`src/verilog/card_session_pkg.sv`:
```
// Shared constants for the card session link: answer-to-reset codes, timing and register map.
`default_nettype none
package card_session_pkg;
	// Answer-to-reset and negotiation codes.
	localparam logic [7:0] TS_DIRECT = 8'h3B;
	localparam logic [7:0] TS_INVERSE = 8'h3F;
	localparam logic [7:0] CAT_COMPACT = 8'h80;
	localparam logic [7:0] TAG_DATA_SERVICE = 8'h31;
	localparam logic [7:0] TAG_CAPABILITIES = 8'h73;
	localparam logic [7:0] PPS_START = 8'hFF;
	localparam logic [7:0] PPS0_WITH_PPS1 = 8'h10;
	localparam logic [7:0] FD_DEFAULT = 8'h11;
	localparam logic [7:0] FD_512_8 = 8'h94;
	localparam logic [7:0] FD_512_16 = 8'h95;
	localparam logic [3:0] Y_TA_TD = 4'h9;
	localparam logic [3:0] Y_TD = 4'h8;
	localparam logic [3:0] Y_TA = 4'h1;
	localparam logic [3:0] PROTO_T0 = 4'h0;
	localparam logic [3:0] PROTO_T15 = 4'hF;
	localparam logic [3:0] ATR_LEN = 4'hE;
	localparam logic [3:0] HIST_LEN = 4'h7;
	// Timing in card clock cycles and the bad answer limit; the card clock runs at the mclk rate.
	localparam int CLK_STOP_WAIT = 1860;
	localparam int CLK_RESTART_WAIT = 744;
	localparam logic [1:0] NAK_WAIT = 2'h2;
	localparam logic [1:0] BAD_ATR_LIMIT = 2'h3;
	// Controller register map.
	localparam logic [2:0] REG_CTRL = 3'h0;
	localparam logic [2:0] REG_PPS_REQ = 3'h1;
	localparam logic [2:0] REG_DATA = 3'h2;
	localparam logic [2:0] REG_STATUS = 3'h3;
	localparam logic [2:0] REG_TA1 = 3'h4;
	localparam logic [2:0] REG_BAD = 3'h5;
	localparam int CTRL_ACT = 0;
	localparam int CTRL_WARM = 1;
	localparam int CTRL_PPS = 2;
	localparam int CTRL_STOP = 3;
	localparam int CTRL_ATRCHK = 4;
	localparam logic [4:0] CTRL_RESET = 5'h00;
	localparam logic [7:0] PPS_REQ_RESET = 8'h11;
endpackage
`default_nettype wire

```
`src/verilog/card_link_if.sv`:
```
// Character-level link between terminal and card: power, reset pin, clock run and both data directions.
`timescale 1ns/10ps
`default_nettype none
interface card_link_if;
	logic vcc_on;
	logic rst_pin_n;
	logic clk_run;
	logic t2c_stb;
	logic [7:0] t2c_dat;
	logic t2c_par;
	logic t2c_nak;
	logic c2t_stb;
	logic [7:0] c2t_dat;
	logic c2t_par;
	logic c2t_nak;
	modport card (input vcc_on, rst_pin_n, clk_run, t2c_stb, t2c_dat, t2c_par, t2c_nak,
		output c2t_stb, c2t_dat, c2t_par, c2t_nak);
	modport term (output vcc_on, rst_pin_n, clk_run, t2c_stb, t2c_dat, t2c_par, t2c_nak,
		input c2t_stb, c2t_dat, c2t_par, c2t_nak);
endinterface
`default_nettype wire

```
`src/verilog/char_port.sv`:
```
// Character sender and receiver with parity check and repetition on a reported error.
`timescale 1ns/10ps
`default_nettype none
module char_port
	import card_session_pkg::*;
#(
	parameter int MAX_REPEAT = 4
)(
	// Clock and reset
	input wire logic mclk,
	input wire logic reset_n,
	// User side
	input wire logic chk_en,
	input wire logic tx_go,
	input wire logic [7:0] tx_byte,
	output logic tx_busy,
	output logic tx_fail,
	output logic rx_ok,
	output logic [7:0] rx_byte,
	// Line side
	output logic stb,
	output logic [7:0] dat,
	output logic par,
	output logic nak,
	input wire logic peer_stb,
	input wire logic [7:0] peer_dat,
	input wire logic peer_par,
	input wire logic peer_nak
);
	if (MAX_REPEAT < 1 || MAX_REPEAT > 7) $error("MAX_REPEAT must be 1 to 7.");
	typedef struct packed {
		logic busy;
		logic [1:0] wait_cnt;
		logic [2:0] reps;
		logic fail;
		logic stb;
		logic [7:0] dat;
		logic par;
		logic nak;
		logic rx_ok;
		logic [7:0] rx_byte;
	} port_t;
	port_t s_reg, s_next;
	always_comb
	begin
		s_next = s_reg;
		s_next.stb = 1'b0;
		s_next.nak = 1'b0;
		s_next.rx_ok = 1'b0;
		s_next.fail = 1'b0;
		if (s_reg.busy)
		begin
			if (peer_nak)
			begin
				if (s_reg.reps == 3'(MAX_REPEAT))
				begin
					s_next.busy = 1'b0;
					s_next.fail = 1'b1;
				end
				else
				begin
					s_next.stb = 1'b1;
					s_next.reps = s_reg.reps + 3'h1;
					s_next.wait_cnt = NAK_WAIT;
				end
			end
			else if (s_reg.wait_cnt == 2'h0)
				s_next.busy = 1'b0;
			else
				s_next.wait_cnt = s_reg.wait_cnt - 2'h1;
		end
		else if (tx_go)
		begin
			s_next.busy = 1'b1;
			s_next.stb = 1'b1;
			s_next.dat = tx_byte;
			s_next.par = ^tx_byte;
			s_next.reps = 3'h0;
			s_next.wait_cnt = NAK_WAIT;
		end
		if (peer_stb)
		begin
			if (chk_en && ((^peer_dat) != peer_par))
				s_next.nak = 1'b1;
			else
			begin
				s_next.rx_ok = 1'b1;
				s_next.rx_byte = peer_dat;
			end
		end
	end
	always_ff @(posedge mclk)
	begin
		if (!reset_n)
			s_reg <= '0;
		else
			s_reg <= s_next;
	end
	assign tx_busy = s_reg.busy;
	assign tx_fail = s_reg.fail;
	assign rx_ok = s_reg.rx_ok;
	assign rx_byte = s_reg.rx_byte;
	assign stb = s_reg.stb;
	assign dat = s_reg.dat;
	assign par = s_reg.par;
	assign nak = s_reg.nak;
endmodule
`default_nettype wire

```
`src/verilog/term_end.sv`:
```
// Terminal end of the session link: activation, answer check with retries, negotiation and clock stop.
`timescale 1ns/10ps
`default_nettype none
module term_end
	import card_session_pkg::*;
#(
	parameter int RST_HOLD = 400,
	parameter int ATR_TMO = 20000
)(
	// Clock and reset
	input wire logic mclk,
	input wire logic reset_n,
	// Register port
	input wire logic [2:0] addr,
	input wire logic [7:0] wdata,
	input wire logic wr,
	input wire logic rd,
	output logic [7:0] rdata,
	// Link
	card_link_if.term lk
);
	if (RST_HOLD < 1 || RST_HOLD > 65535 || ATR_TMO < 16 || ATR_TMO > 65535) $error("Count out of range.");
	typedef enum logic [2:0] {T_OFF, T_RST, T_ATR, T_PPS_TX, T_PPS_RX, T_READY, T_STOP, T_WAKE} tstate_t;
	typedef enum logic [2:0] {P_TS, P_T0, P_IF, P_HIST, P_TCK, P_END} phase_t;
	typedef struct packed {
		tstate_t st;
		phase_t ph;
		logic [4:0] ctrl;
		logic [7:0] pps_req;
		logic vcc, rst_n, clk_run;
		logic [15:0] cnt;
		logic [1:0] bad;
		logic rejected;
		logic [3:0] y, k, hi, cur_t, proto;
		logic [1:0] grp;
		logic need_tck, seen_t, hbad, clk_ok, pps_ok, rxv, go;
		logic [7:0] ax, ta1, go_byte, rxd, rdata;
		logic [2:0] idx;
		logic [3:0][7:0] pps;
	} term_t;
	term_t s_reg, s_next;
	logic tx_busy, rx_ok;
	logic [7:0] rx_b;
	always_comb
	begin
		logic good;
		logic fail;
		good = 1'b0;
		fail = 1'b0;
		s_next = s_reg;
		s_next.go = 1'b0;
		s_next.rdata = 8'h00;
		if (rd)
		begin
			unique case (addr)
				REG_CTRL: s_next.rdata = {3'h0, s_reg.ctrl};
				REG_PPS_REQ: s_next.rdata = s_reg.pps_req;
				REG_DATA: s_next.rdata = s_reg.rxd;
				REG_STATUS: s_next.rdata = {s_reg.st == T_ATR, s_reg.clk_ok, s_reg.pps_ok, tx_busy || s_reg.go,
					s_reg.st == T_STOP, s_reg.rejected, s_reg.rxv, s_reg.st == T_READY};
				REG_TA1: s_next.rdata = s_reg.ta1;
				REG_BAD: s_next.rdata = {6'h00, s_reg.bad};
				default: s_next.rdata = 8'h00;
			endcase
			if (addr == REG_DATA)
				s_next.rxv = 1'b0;
		end
		if (wr && addr == REG_CTRL)
			s_next.ctrl = wdata[4:0] & ~(5'h1 << CTRL_WARM);
		if (wr && addr == REG_PPS_REQ)
			s_next.pps_req = wdata;
		if (wr && addr == REG_DATA && s_reg.st == T_READY && !tx_busy && !s_reg.go)
		begin
			s_next.go = 1'b1;
			s_next.go_byte = wdata;
		end
		if (rx_ok && s_reg.st == T_READY)
		begin
			s_next.rxv = 1'b1;
			s_next.rxd = rx_b;
		end
		unique case (s_reg.st)
			T_OFF:
			begin
				if (s_reg.ctrl[CTRL_ACT] && !s_reg.rejected)
				begin
					s_next.vcc = 1'b1;
					s_next.clk_run = 1'b1;
					s_next.st = T_RST;
					s_next.cnt = 16'(RST_HOLD);
				end
			end
			T_RST:
			begin
				s_next.cnt = s_reg.cnt - 16'h1;
				if (s_reg.cnt == 16'h1)
				begin
					s_next.rst_n = 1'b1;
					s_next.st = T_ATR;
					s_next.cnt = 16'(ATR_TMO);
					s_next.ph = P_TS;
					s_next.need_tck = 1'b0;
					s_next.seen_t = 1'b0;
					s_next.hbad = 1'b0;
					s_next.hi = 4'h0;
					s_next.ta1 = FD_DEFAULT;
					s_next.proto = PROTO_T0;
					s_next.clk_ok = 1'b0;
					s_next.pps_ok = 1'b0;
				end
			end
			T_ATR:
			begin
				s_next.cnt = s_reg.cnt - 16'h1;
				if (s_reg.cnt == 16'h1)
					fail = 1'b1;
				if (rx_ok)
				begin
					s_next.ax = s_reg.ax ^ rx_b;
					unique case (s_reg.ph)
						P_TS:
						begin
							s_next.ph = P_T0;
							s_next.hbad = !(rx_b == TS_DIRECT || rx_b == TS_INVERSE);
						end
						P_T0:
						begin
							s_next.ax = rx_b;
							s_next.y = rx_b[7:4];
							s_next.k = rx_b[3:0];
							s_next.grp = 2'h1;
							s_next.ph = P_IF;
						end
						P_IF:
						begin
							if (s_reg.y[0])
							begin
								s_next.y[0] = 1'b0;
								if (s_reg.grp == 2'h1)
									s_next.ta1 = rx_b;
								if (s_reg.grp == 2'h3 && s_reg.cur_t == PROTO_T15)
									s_next.clk_ok = rx_b[7:6] != 2'h0;
							end
							else if (s_reg.y[1])
								s_next.y[1] = 1'b0;
							else if (s_reg.y[2])
								s_next.y[2] = 1'b0;
							else
							begin
								s_next.y = rx_b[7:4];
								s_next.cur_t = rx_b[3:0];
								s_next.seen_t = 1'b1;
								if (!s_reg.seen_t)
									s_next.proto = rx_b[3:0];
								if (rx_b[3:0] != PROTO_T0)
									s_next.need_tck = 1'b1;
								if (s_reg.grp != 2'h3)
									s_next.grp = s_reg.grp + 2'h1;
							end
						end
						P_HIST:
						begin
							if (s_reg.hi == 4'h0 && rx_b != CAT_COMPACT)
								s_next.hbad = 1'b1;
							if (s_reg.hi == 4'h1 && rx_b[7:4] != TAG_DATA_SERVICE[7:4])
								s_next.hbad = 1'b1;
							s_next.hi = s_reg.hi + 4'h1;
							if (s_reg.hi + 4'h1 == s_reg.k)
								s_next.ph = s_reg.need_tck ? P_TCK : P_END;
						end
						P_TCK: s_next.ph = P_END;
						default: ;
					endcase
					if (s_next.ph == P_IF && s_next.y == 4'h0)
						s_next.ph = (s_next.k != 4'h0) ? P_HIST : (s_next.need_tck ? P_TCK : P_END);
					if (s_next.ph == P_END)
					begin
						good = !s_next.hbad && (!s_next.need_tck || s_next.ax == 8'h00);
						fail = !good;
					end
				end
				if (good)
				begin
					s_next.bad = 2'h0;
					s_next.pps = {PPS_START ^ (PPS0_WITH_PPS1 | {4'h0, s_next.proto}) ^ s_reg.pps_req, s_reg.pps_req,
						PPS0_WITH_PPS1 | {4'h0, s_next.proto}, PPS_START};
					s_next.idx = 3'h0;
					if (s_reg.ctrl[CTRL_PPS] && s_reg.pps_req != FD_DEFAULT
						&& (s_reg.pps_req == FD_512_8 || s_reg.pps_req == FD_512_16)
						&& s_reg.pps_req[7:4] <= s_next.ta1[7:4] && s_reg.pps_req[3:0] <= s_next.ta1[3:0])
						s_next.st = T_PPS_TX;
					else
					begin
						s_next.st = T_READY;
						s_next.cnt = 16'h0;
					end
				end
			end
			T_PPS_TX:
			begin
				if (!tx_busy && !s_reg.go)
				begin
					if (s_reg.idx == 3'h4)
					begin
						s_next.st = T_PPS_RX;
						s_next.idx = 3'h0;
						s_next.cnt = 16'(ATR_TMO);
					end
					else
					begin
						s_next.go = 1'b1;
						s_next.go_byte = s_reg.pps[s_reg.idx[1:0]];
						s_next.idx = s_reg.idx + 3'h1;
					end
				end
			end
			T_PPS_RX:
			begin
				s_next.cnt = s_reg.cnt - 16'h1;
				if (s_reg.cnt == 16'h1 || (rx_ok && rx_b != s_reg.pps[s_reg.idx[1:0]]))
				begin
					s_next.st = T_RST;
					s_next.rst_n = 1'b0;
					s_next.cnt = 16'(RST_HOLD);
				end
				else if (rx_ok)
				begin
					s_next.idx = s_reg.idx + 3'h1;
					if (s_reg.idx == 3'h3)
					begin
						s_next.pps_ok = 1'b1;
						s_next.st = T_READY;
						s_next.cnt = 16'h0;
					end
				end
			end
			T_READY:
			begin
				if (rx_ok)
					s_next.cnt = 16'h0;
				else if (s_reg.cnt != 16'hFFFF)
					s_next.cnt = s_reg.cnt + 16'h1;
				if (s_reg.ctrl[CTRL_STOP] && s_reg.clk_ok && !tx_busy && !s_reg.go && !rx_ok
					&& s_reg.cnt >= 16'(CLK_STOP_WAIT - 1))
				begin
					s_next.st = T_STOP;
					s_next.clk_run = 1'b0;
				end
			end
			T_STOP:
			begin
				if (!s_reg.ctrl[CTRL_STOP])
				begin
					s_next.clk_run = 1'b1;
					s_next.st = T_WAKE;
					s_next.cnt = 16'h1;
				end
			end
			T_WAKE:
			begin
				s_next.cnt = s_reg.cnt + 16'h1;
				if (s_reg.cnt == 16'(CLK_RESTART_WAIT))
				begin
					s_next.st = T_READY;
					s_next.cnt = 16'h0;
				end
			end
		endcase
		if (fail)
		begin
			s_next.bad = s_reg.bad + 2'h1;
			s_next.rst_n = 1'b0;
			s_next.cnt = 16'(RST_HOLD);
			s_next.st = T_RST;
			if (s_reg.bad + 2'h1 == BAD_ATR_LIMIT)
			begin
				s_next.rejected = 1'b1;
				s_next.st = T_OFF;
				s_next.vcc = 1'b0;
				s_next.clk_run = 1'b0;
			end
		end
		if (wr && addr == REG_CTRL && wdata[CTRL_WARM] && s_reg.vcc && s_reg.st != T_RST)
		begin
			s_next.st = T_RST;
			s_next.rst_n = 1'b0;
			s_next.clk_run = 1'b1;
			s_next.cnt = 16'(RST_HOLD);
		end
		if (!s_next.ctrl[CTRL_ACT])
		begin
			s_next.st = T_OFF;
			s_next.vcc = 1'b0;
			s_next.rst_n = 1'b0;
			s_next.clk_run = 1'b0;
			s_next.bad = 2'h0;
			s_next.rejected = 1'b0;
		end
	end
	always_ff @(posedge mclk)
	begin
		if (!reset_n)
		begin
			s_reg <= '0;
			s_reg.st <= T_OFF;
			s_reg.ph <= P_TS;
			s_reg.ctrl <= CTRL_RESET;
			s_reg.pps_req <= PPS_REQ_RESET;
			s_reg.ta1 <= FD_DEFAULT;
		end
		else
			s_reg <= s_next;
	end
	char_port #(
		.MAX_REPEAT(4)
	) u_port (
		.mclk(mclk),
		.reset_n(reset_n),
		.chk_en(s_reg.st != T_ATR || s_reg.ctrl[CTRL_ATRCHK]),
		.tx_go(s_reg.go),
		.tx_byte(s_reg.go_byte),
		.tx_busy(tx_busy),
		.tx_fail(),
		.rx_ok(rx_ok),
		.rx_byte(rx_b),
		.stb(lk.t2c_stb),
		.dat(lk.t2c_dat),
		.par(lk.t2c_par),
		.nak(lk.t2c_nak),
		.peer_stb(lk.c2t_stb),
		.peer_dat(lk.c2t_dat),
		.peer_par(lk.c2t_par),
		.peer_nak(lk.c2t_nak)
	);
	assign rdata = s_reg.rdata;
	assign lk.vcc_on = s_reg.vcc;
	assign lk.rst_pin_n = s_reg.rst_n;
	assign lk.clk_run = s_reg.clk_run;
endmodule
`default_nettype wire
```
`src/flat_wrapper.sv`:
```
// flat-port wrapper written by rule: the top's interface ports become plain ports
module term_end_flat import card_session_pkg::*;
#(
	parameter int RST_HOLD = 400,
	parameter int ATR_TMO = 20000
)
  (mclk, reset_n, addr, wdata, wr, rd, rdata, lk_vcc_on, lk_rst_pin_n, lk_clk_run, lk_t2c_stb, lk_t2c_dat, lk_t2c_par, lk_t2c_nak, lk_c2t_stb, lk_c2t_dat, lk_c2t_par, lk_c2t_nak);
  card_link_if lk_i ();
  input wire logic mclk;
  input wire logic reset_n;
  input wire logic [2:0] addr;
  input wire logic [7:0] wdata;
  input wire logic wr;
  input wire logic rd;
  output logic [7:0] rdata;
  output wire logic [$bits(lk_i.vcc_on)-1:0] lk_vcc_on;
  output wire logic [$bits(lk_i.rst_pin_n)-1:0] lk_rst_pin_n;
  output wire logic [$bits(lk_i.clk_run)-1:0] lk_clk_run;
  output wire logic [$bits(lk_i.t2c_stb)-1:0] lk_t2c_stb;
  output wire logic [$bits(lk_i.t2c_dat)-1:0] lk_t2c_dat;
  output wire logic [$bits(lk_i.t2c_par)-1:0] lk_t2c_par;
  output wire logic [$bits(lk_i.t2c_nak)-1:0] lk_t2c_nak;
  input wire logic [$bits(lk_i.c2t_stb)-1:0] lk_c2t_stb;
  input wire logic [$bits(lk_i.c2t_dat)-1:0] lk_c2t_dat;
  input wire logic [$bits(lk_i.c2t_par)-1:0] lk_c2t_par;
  input wire logic [$bits(lk_i.c2t_nak)-1:0] lk_c2t_nak;
  assign lk_vcc_on = lk_i.vcc_on;
  assign lk_rst_pin_n = lk_i.rst_pin_n;
  assign lk_clk_run = lk_i.clk_run;
  assign lk_t2c_stb = lk_i.t2c_stb;
  assign lk_t2c_dat = lk_i.t2c_dat;
  assign lk_t2c_par = lk_i.t2c_par;
  assign lk_t2c_nak = lk_i.t2c_nak;
  assign lk_i.c2t_stb = lk_c2t_stb;
  assign lk_i.c2t_dat = lk_c2t_dat;
  assign lk_i.c2t_par = lk_c2t_par;
  assign lk_i.c2t_nak = lk_c2t_nak;
  term_end #(.RST_HOLD(RST_HOLD), .ATR_TMO(ATR_TMO)) u_core (.mclk(mclk), .reset_n(reset_n), .addr(addr), .wdata(wdata), .wr(wr), .rd(rd), .rdata(rdata), .lk(lk_i));
endmodule
```
`config.mk`:
```
export PLATFORM = sky130hd
export DESIGN_NAME = term_end_flat
export DESIGN_NICKNAME = d
export VERILOG_FILES = /design/src/verilog/card_session_pkg.sv /design/src/verilog/card_link_if.sv /design/src/verilog/char_port.sv /design/src/verilog/term_end.sv /design/src/flat_wrapper.sv
export SDC_FILE = /design/constraint.sdc
export NUM_CORES = 1
export LEC_CHECK = 0
export BUFFER_PORTS_ARGS = -buffer_cell sky130_fd_sc_hd__buf_2
export CAP_MARGIN = 5
export CORE_UTILIZATION = 66
export CTS_BUF_LIST = sky130_fd_sc_hd__clkbuf_2
export CTS_CLUSTER_DIAMETER = 60
export DETAILED_ROUTE_END_ITERATION = 8
export GPL_ROUTABILITY_DRIVEN = 0
export PLACE_DENSITY = 0.85
export SLEW_MARGIN = 20
export SYNTH_ARGS = -nofsm -noshare
export SYNTH_HDL_FRONTEND = slang
export SYNTH_SLANG_ARGS = --single-unit
```
`constraint.sdc`:
```
create_clock -name mclk -period 6.15 [get_ports mclk]
set_input_delay 1.23 -clock mclk [delete_from_list [all_inputs] [get_ports mclk]]
set_output_delay 1.23 -clock mclk [all_outputs]
set_load 0.01 [all_outputs]
```
Word-level counts from Yosys, hierarchy flattened
Cells that the tools add are included.
Storage, ports and cells
  bits in registers: 160
  input port bits: 26
  output and inout port bits: 22
  word-level logic and storage cells: 397
Operators by class
  add/subtract/negate cells: 8
  $lt $le $gt $ge: 4
  equal/unequal tests: 91
  multiplexer cells: 151
  bitwise logic cells: 7
  reduce and logical (&&, ||, !) cells: 91
Operators by type and width (count)
  $mux W16: 12
  $pmux W16 S8: 1
  $mux W8: 13
  $mux W3: 26
  $mux W26: 2
  $mux W17: 3
  $mux W1: 48
  $pmux W8 S6: 1
  $mux W12: 3
  $mux W35: 1
  $ne A3 B3 Y1 const B: 11
  $mux W4: 8
  $pmux W4 S2: 4
  $eq A3 B3 Y1 const B: 10
  $logic_and A1 B1 Y1: 28
  $ne A2 B2 Y1 const B: 14
  $eq A3 B2 Y1 const B: 8
  $ne A4 B1 Y1 const B: 6
  $pmux W3 S8: 1
  $mux W22: 1
  $reduce_and A2 Y1: 11
  $reduce_and A10 Y1: 2
  $reduce_and A5 Y1: 4
  $mux W18: 1
  other kinds (64): 133

Depth between registers and ports, before layout
  depth after elaboration: 21
  mapped depth: 16
  depth with buffers taken out: 14

By module
From an unflattened synthesis, not the netlist that was laid out.
Second synthesis, totals
  cell total of the unflattened synthesis: 1212
  area, all modules: 9756.9 um^2
Modules (own cells, without submodules)
  term_end: times used 1, cells an instance 1072, area each 8434.3 um^2, seq. area each 2642.5 um^2
  char_port: times used 1, cells an instance 140, area each 1322.5 um^2, seq. area each 540.5 um^2

Worst setup path before layout
OpenSTA, ideal clock, no wires.
  path kind: register to register
  from: reg u_core.s_reg[141] (netlist bit)
  to: reg u_core.s_reg[118] (netlist bit)
  library setup time: 0.124 ns
  arrival time: 3.359 ns
  data required time: 6.026 ns
  setup slack: 2.667 ns
  stages on the path, launching flop included: 17
  buffers on the path: 3
  period minus slack after synthesis: 3.483 ns
  cell sequence: dfxtp_1 -> buf_2 -> nor3b_2 -> and4_1 -> clkbuf_1 -> mux2_2 -> ha_1 -> nor2b_1 -> o21a_1 -> o21a_1 -> o21ai_0 -> and4_1 -> o41ai_2 -> buf_4 -> nand3_2 -> a222oi_1 -> nor2_1
On the way
  cells in the longest elaborated chain, start to end: 15
  elaborated cells on any way between the ends: 57
  those cells by class: order compare: 2; eq/ne: 6; mux: 36; reduce/logical: 13
Ends and longest elaborated chain
  start, declared: RTL line term_end.sv:41  | term_t s_reg, s_next;
  start signal, assigned: RTL line term_end.sv:312  | s_reg <= s_next;
  $eq A3 B3 Y1 (tied with other cells): RTL line term_end.sv:120  | unique case (s_reg.ph)
  $pmux W3 S4 (tied with other cells): RTL line term_end.sv:120
  $mux W3 (tied with other cells): RTL line term_end.sv:117  | if (rx_ok)
  $mux W3 (tied with other cells): RTL line term_end.sv:82  | unique case (s_reg.st)
  $eq A3 B2 Y1 (tied with other cells): RTL line term_end.sv:174  | if (s_next.ph == P_IF && s_next.y == 4'h0)
  $logic_and A1 B1 Y1 / $mux W3 (equally long branches): RTL line term_end.sv:174, term_end.sv:175
  $mux W3: RTL line term_end.sv:174
  $mux W3: RTL line term_end.sv:117
  $mux W3: RTL line term_end.sv:82
  $eq A3 B3 Y1: RTL line term_end.sv:176  | if (s_next.ph == P_END)
  $mux W1: RTL line term_end.sv:176
  $mux W1: RTL line term_end.sv:117
  $mux W1: RTL line term_end.sv:82
  $mux W18: RTL line term_end.sv:182  | if (good)
  $pmux W16 S8: RTL line term_end.sv:82
Several ways; a longest one is shown, not always the timed one. The select of a mux whose other input is x is not followed.
A chain may end at the register's enable or synchronous reset.

Final worst setup path
  from: reg u_core.s_reg[140] (netlist bit)
  to: reg u_core.s_reg[122] (netlist bit)
Same word-level chain as after synthesis.

==> run summary <==
The number of setup violations in the final report is 0. For this design the static power due to leakage is 3.59 nW. The commonest cells after synthesis are 170 x nor2_1, 158 x dfxtp_1, 115 x nand2_1.

The largest vdd supply drop came out at 0.217 mV. The number of flip-flops under the largest register name came out at between 100 and 150. The worst setup path is launched from a flip-flop. The number of top-level design ports is 48. The final routed wire length divided by cell count came out at 17.6 um. Data on the critical path arrives at its endpoint at about 4700 ps.

In this run the vertical extent of the chip is 120 um. The number of standard cells after synthesis is roughly 1,100. The placement row count came out at 42. The largest fanout on the critical path came out at 13. The required time of the worst setup path is between 6000 and 7000 ps. The area growth from synthesis to final layout is 3.92%. Clock-pin slew was measured on the worst setup and hold paths at roughly 250 ps. For this block, the initial DRC count from the detailed router was between 900 and 1,000.

Setup repair after global routing left no endpoint under its margin. The mean instance size in the synthesized netlist came out at around 8 um2. The area fraction of the dominant cell type after synthesis came out at between 30% and 40%. TritonCTS built the clock tree. Yosys mapped a number of flops with a built-in enable equal to 0. The core area is 0.0134 mm2. Global routing finished with a remaining overflow of 0.

The run finished with clean final reports. The critical path is of the reg2reg type. The tool flagged a number of max-cap violations equal to 0. The worst setup path is captured at a flip-flop. The fraction of layout instances using a drive strength above 1 is around 11%. The maximum number of pins on one net before global-route repair came out at just over 60.

After synthesis, the cell types taking the most area are dfxtp_1 34%, nor2_1 6.9%, mux2i_1 6.4%, a21oi_1 4.8%, nand2_1 4.7%. The post-synthesis cell type with the largest combined area is dfxtp_1. For this design, the slowest cell found on the critical path is dfxtp_1. The post-synthesis cell area came out at a little over 0.009 mm2.

Summed over all layers, the routed wires come to between 20 and 25 mm. The total count of max-transition violations in the final report is 0. During placement, the flow inserted port buffers numbering 47. Among all flip-flop cells after synthesis, the most frequent one is dfxtp_1.

Overall power consumption after layout is estimated at 1.86 mW. The post-route minimum period came out at 4000 ps. The via count of the routed design is ~8,400. The number of distinct standard cells referenced by the synthesized netlist is 85. The total negative setup slack is 0 ps. In this run the worst hold path is classified as reg2reg. The latest clock arrival within the worst-skew pair is about 800 ps. The most repeated cell in the gate-level netlist after synthesis is nor2_1.

The clock sink count is approximately 160. In this run the post-CTS setup repair buffer count came out at 0. The worst-case clock buffer depth is 2.

CTS placed an instance of clkbuf_2 at the clock tree root. The post-synth net total is roughly 1,200. For this run, the slowest stage of the critical path takes between 600 and 700 ps. The overall die width is 120 um. The DRC violations left came out at 0. The number of antenna violations at the first check in global routing is 0.

Based on the critical path, the design can be clocked at up to between 0.2 and 0.3 GHz. The setup clock skew after layout came out at about 38 ps. The number of storage elements in the synthesis netlist is around 160. During synthesis, Yosys emitted a total of 0 warnings. The total instance count after detailed placement came out at 1,288.

The async set-or-reset flop fraction in the synthesized netlist came out at 0%. The H-tree depth reported by CTS is 4. The total power divided by cell area is just under 200 mW/mm2. The initial utilization of the core area, before any placement, comes to 68.6%. The number of hold violations in the final report came out at 0. Across every metal layer, demand over resource in global routing totals between 30% and 40%. The routing usage on met2 came out at about 52%. The via count of the first global-routing pass came out at about 7,700. The relative slew slack is between 20% and 30%. The global routing stage identified its most utilized layer as met2.

The number of nets with antenna violations after detailed routing came out at 0. Before antenna repair, the detailed router went through 6 iterations. At the pin with the least slew margin, the transition time is roughly 1200 ps. The net total in the final layout is roughly 1,200.

The number of buffers created by CTS came out at 17. The fraction of the cycle the final worst path needs is about 65%. The met1 usage in global routing is between 40% and 50%. The non-filler instance count after layout came out at 1,321.

The HPWL after detailed placement is approximately 16 mm. The die covers roughly 0.014 mm2. Global routing consumed, on the met3 layer, around 7.2% of the routing resources. The total of hold buffers inserted after clock tree synthesis came out at 0. The count of cells resized by post-cts repair came out at 0. Traced cell by cell, the critical path runs through nor3b_2, and4_1, mux2_2, ha_1, nor2b_1, o21a_1, o21a_1, o21ai_0, and4_1, o41ai_2, buf_4, nand3_2, a222oi_1, nor2_1. The wire length of the first global-routing pass is 38.3 mm.

The proportion of synthesized chip area in sequential cells came out at around 34%. After detailed routing, the number of vias per cell comes to ~6.4. The number of fill cells came out at between 1,000 and 1,500.
## metrics by stage
step	cell area (um2)	hold slack, ps	util (%)	setup slack (ps)
after floorplan	9200	432	-	2670
after global placement	9310	440	69.5	2360
after detailed placement	9310	447	69.5	2240
after CTS	9560	471	71.3	2210
after global routing	9560	499	71.3	1870
final	9560	470	71.3	2150
## cells by family after synthesis
| logic type | after synthesis | share of synthesized area, % |
|---|---|---|
| AND/OR/NAND/NOR | 448 | 23.3 |
| multiplexers | 73 | 8.82 |
| flip-flops | 158 | 34.4 |
| AO/OA/AOI/OAI | 283 | 20.5 |
| adder cells (fa/ha/maj) | 23 | 3.13 |
| buffers and inverters | 121 | 5.89 |
| XOR/XNOR | 40 | 3.96 |
## where the power goes
part | switching, mW | internal, mW | leakage [nW]
logic | 0.0986 | 0.0709 | 2.17
registers | 0.0404 | 1.04 | 1.27
clock network | 0.414 | 0.193 | 0.140
total | 0.553 | 1.30 | 3.59
## area by class of cell
| cell class | instances | area, um2 | share of cell area, % |
|---|---|---|---|
| antenna | 1 | 2.50 | 0.0262 |
| clock buffer | 17 | 85.1 | 0.890 |
| clock inverter | 15 | 161 | 1.69 |
| inverter | 30 | 116 | 1.22 |
| multi-input combinational | 867 | 5500 | 57.5 |
| sequential | 158 | 3160 | 33.1 |
| tap | 176 | 220 | 2.30 |
| timing repair buffer | 57 | 310 | 3.25 |
## path summary, 6_finish.rpt
path	from	to	slack [ps]	cells after the start
max reg2reg	u_core.s_reg[140]	u_core.s_reg[122]	2150	14
max	u_core.s_reg[140]	u_core.s_reg[122]	2150	14
min	u_core.u_port.dat[3]	u_core.u_port.dat[3]	470	2
min reg2reg	u_core.u_port.dat[3]	u_core.u_port.dat[3]	470	2
## worst max-delay path: cells and delay by family, from the launching register on
family / cells / cell delay, ps
AO/OA/AOI/OAI: 5 / 840
adder cells (fa/ha/maj): 1 / 200
buffers and inverters: 1 / 240
flip-flops: 1 / 620
multiplexers: 1 / 410
AND/OR/NAND/NOR: 6 / 1580
## metal layers
layer / part of all wire, % / routed length (um)
met5: 0 / 0
met1: 44 / 10200
met3: 8.4 / 1970
met4: 2.3 / 528
met2: 45 / 10500
## layout by cell type (no fill, tap or decap), types with 6 or more instances in the layout
cell / Yosys / routed
buf_2: 8 / 47
o21a_1: 8 / 8
o211ai_1: 7 / 7
a31oi_1: 8 / 8
nor2b_1: 16 / 16
inv_1: 28 / 28
nand3_1: 25 / 25
mux2i_1: 59 / 59
ha_1: 23 / 23
dfxtp_1: 158 / 158
nand2_1: 115 / 115
nand4_1: 13 / 13
buf_4: 18 / 10
xnor2_1: 31 / 31
or3_1: 7 / 7
a21o_1: 6 / 6
clkbuf_2: 0 / 17
a21oi_1: 88 / 88
and2_1: 10 / 10
xor2_1: 8 / 8
mux2_2: 8 / 8
nand2b_1: 16 / 16
nor4_1: 9 / 8
nor2_1: 170 / 170
nor3_1: 21 / 21
a211oi_1: 22 / 22
o32ai_1: 6 / 6
o21ai_0: 54 / 54
and3_1: 11 / 11
a22oi_1: 23 / 23
No activity file was read; power rests on OpenSTA's default activity.
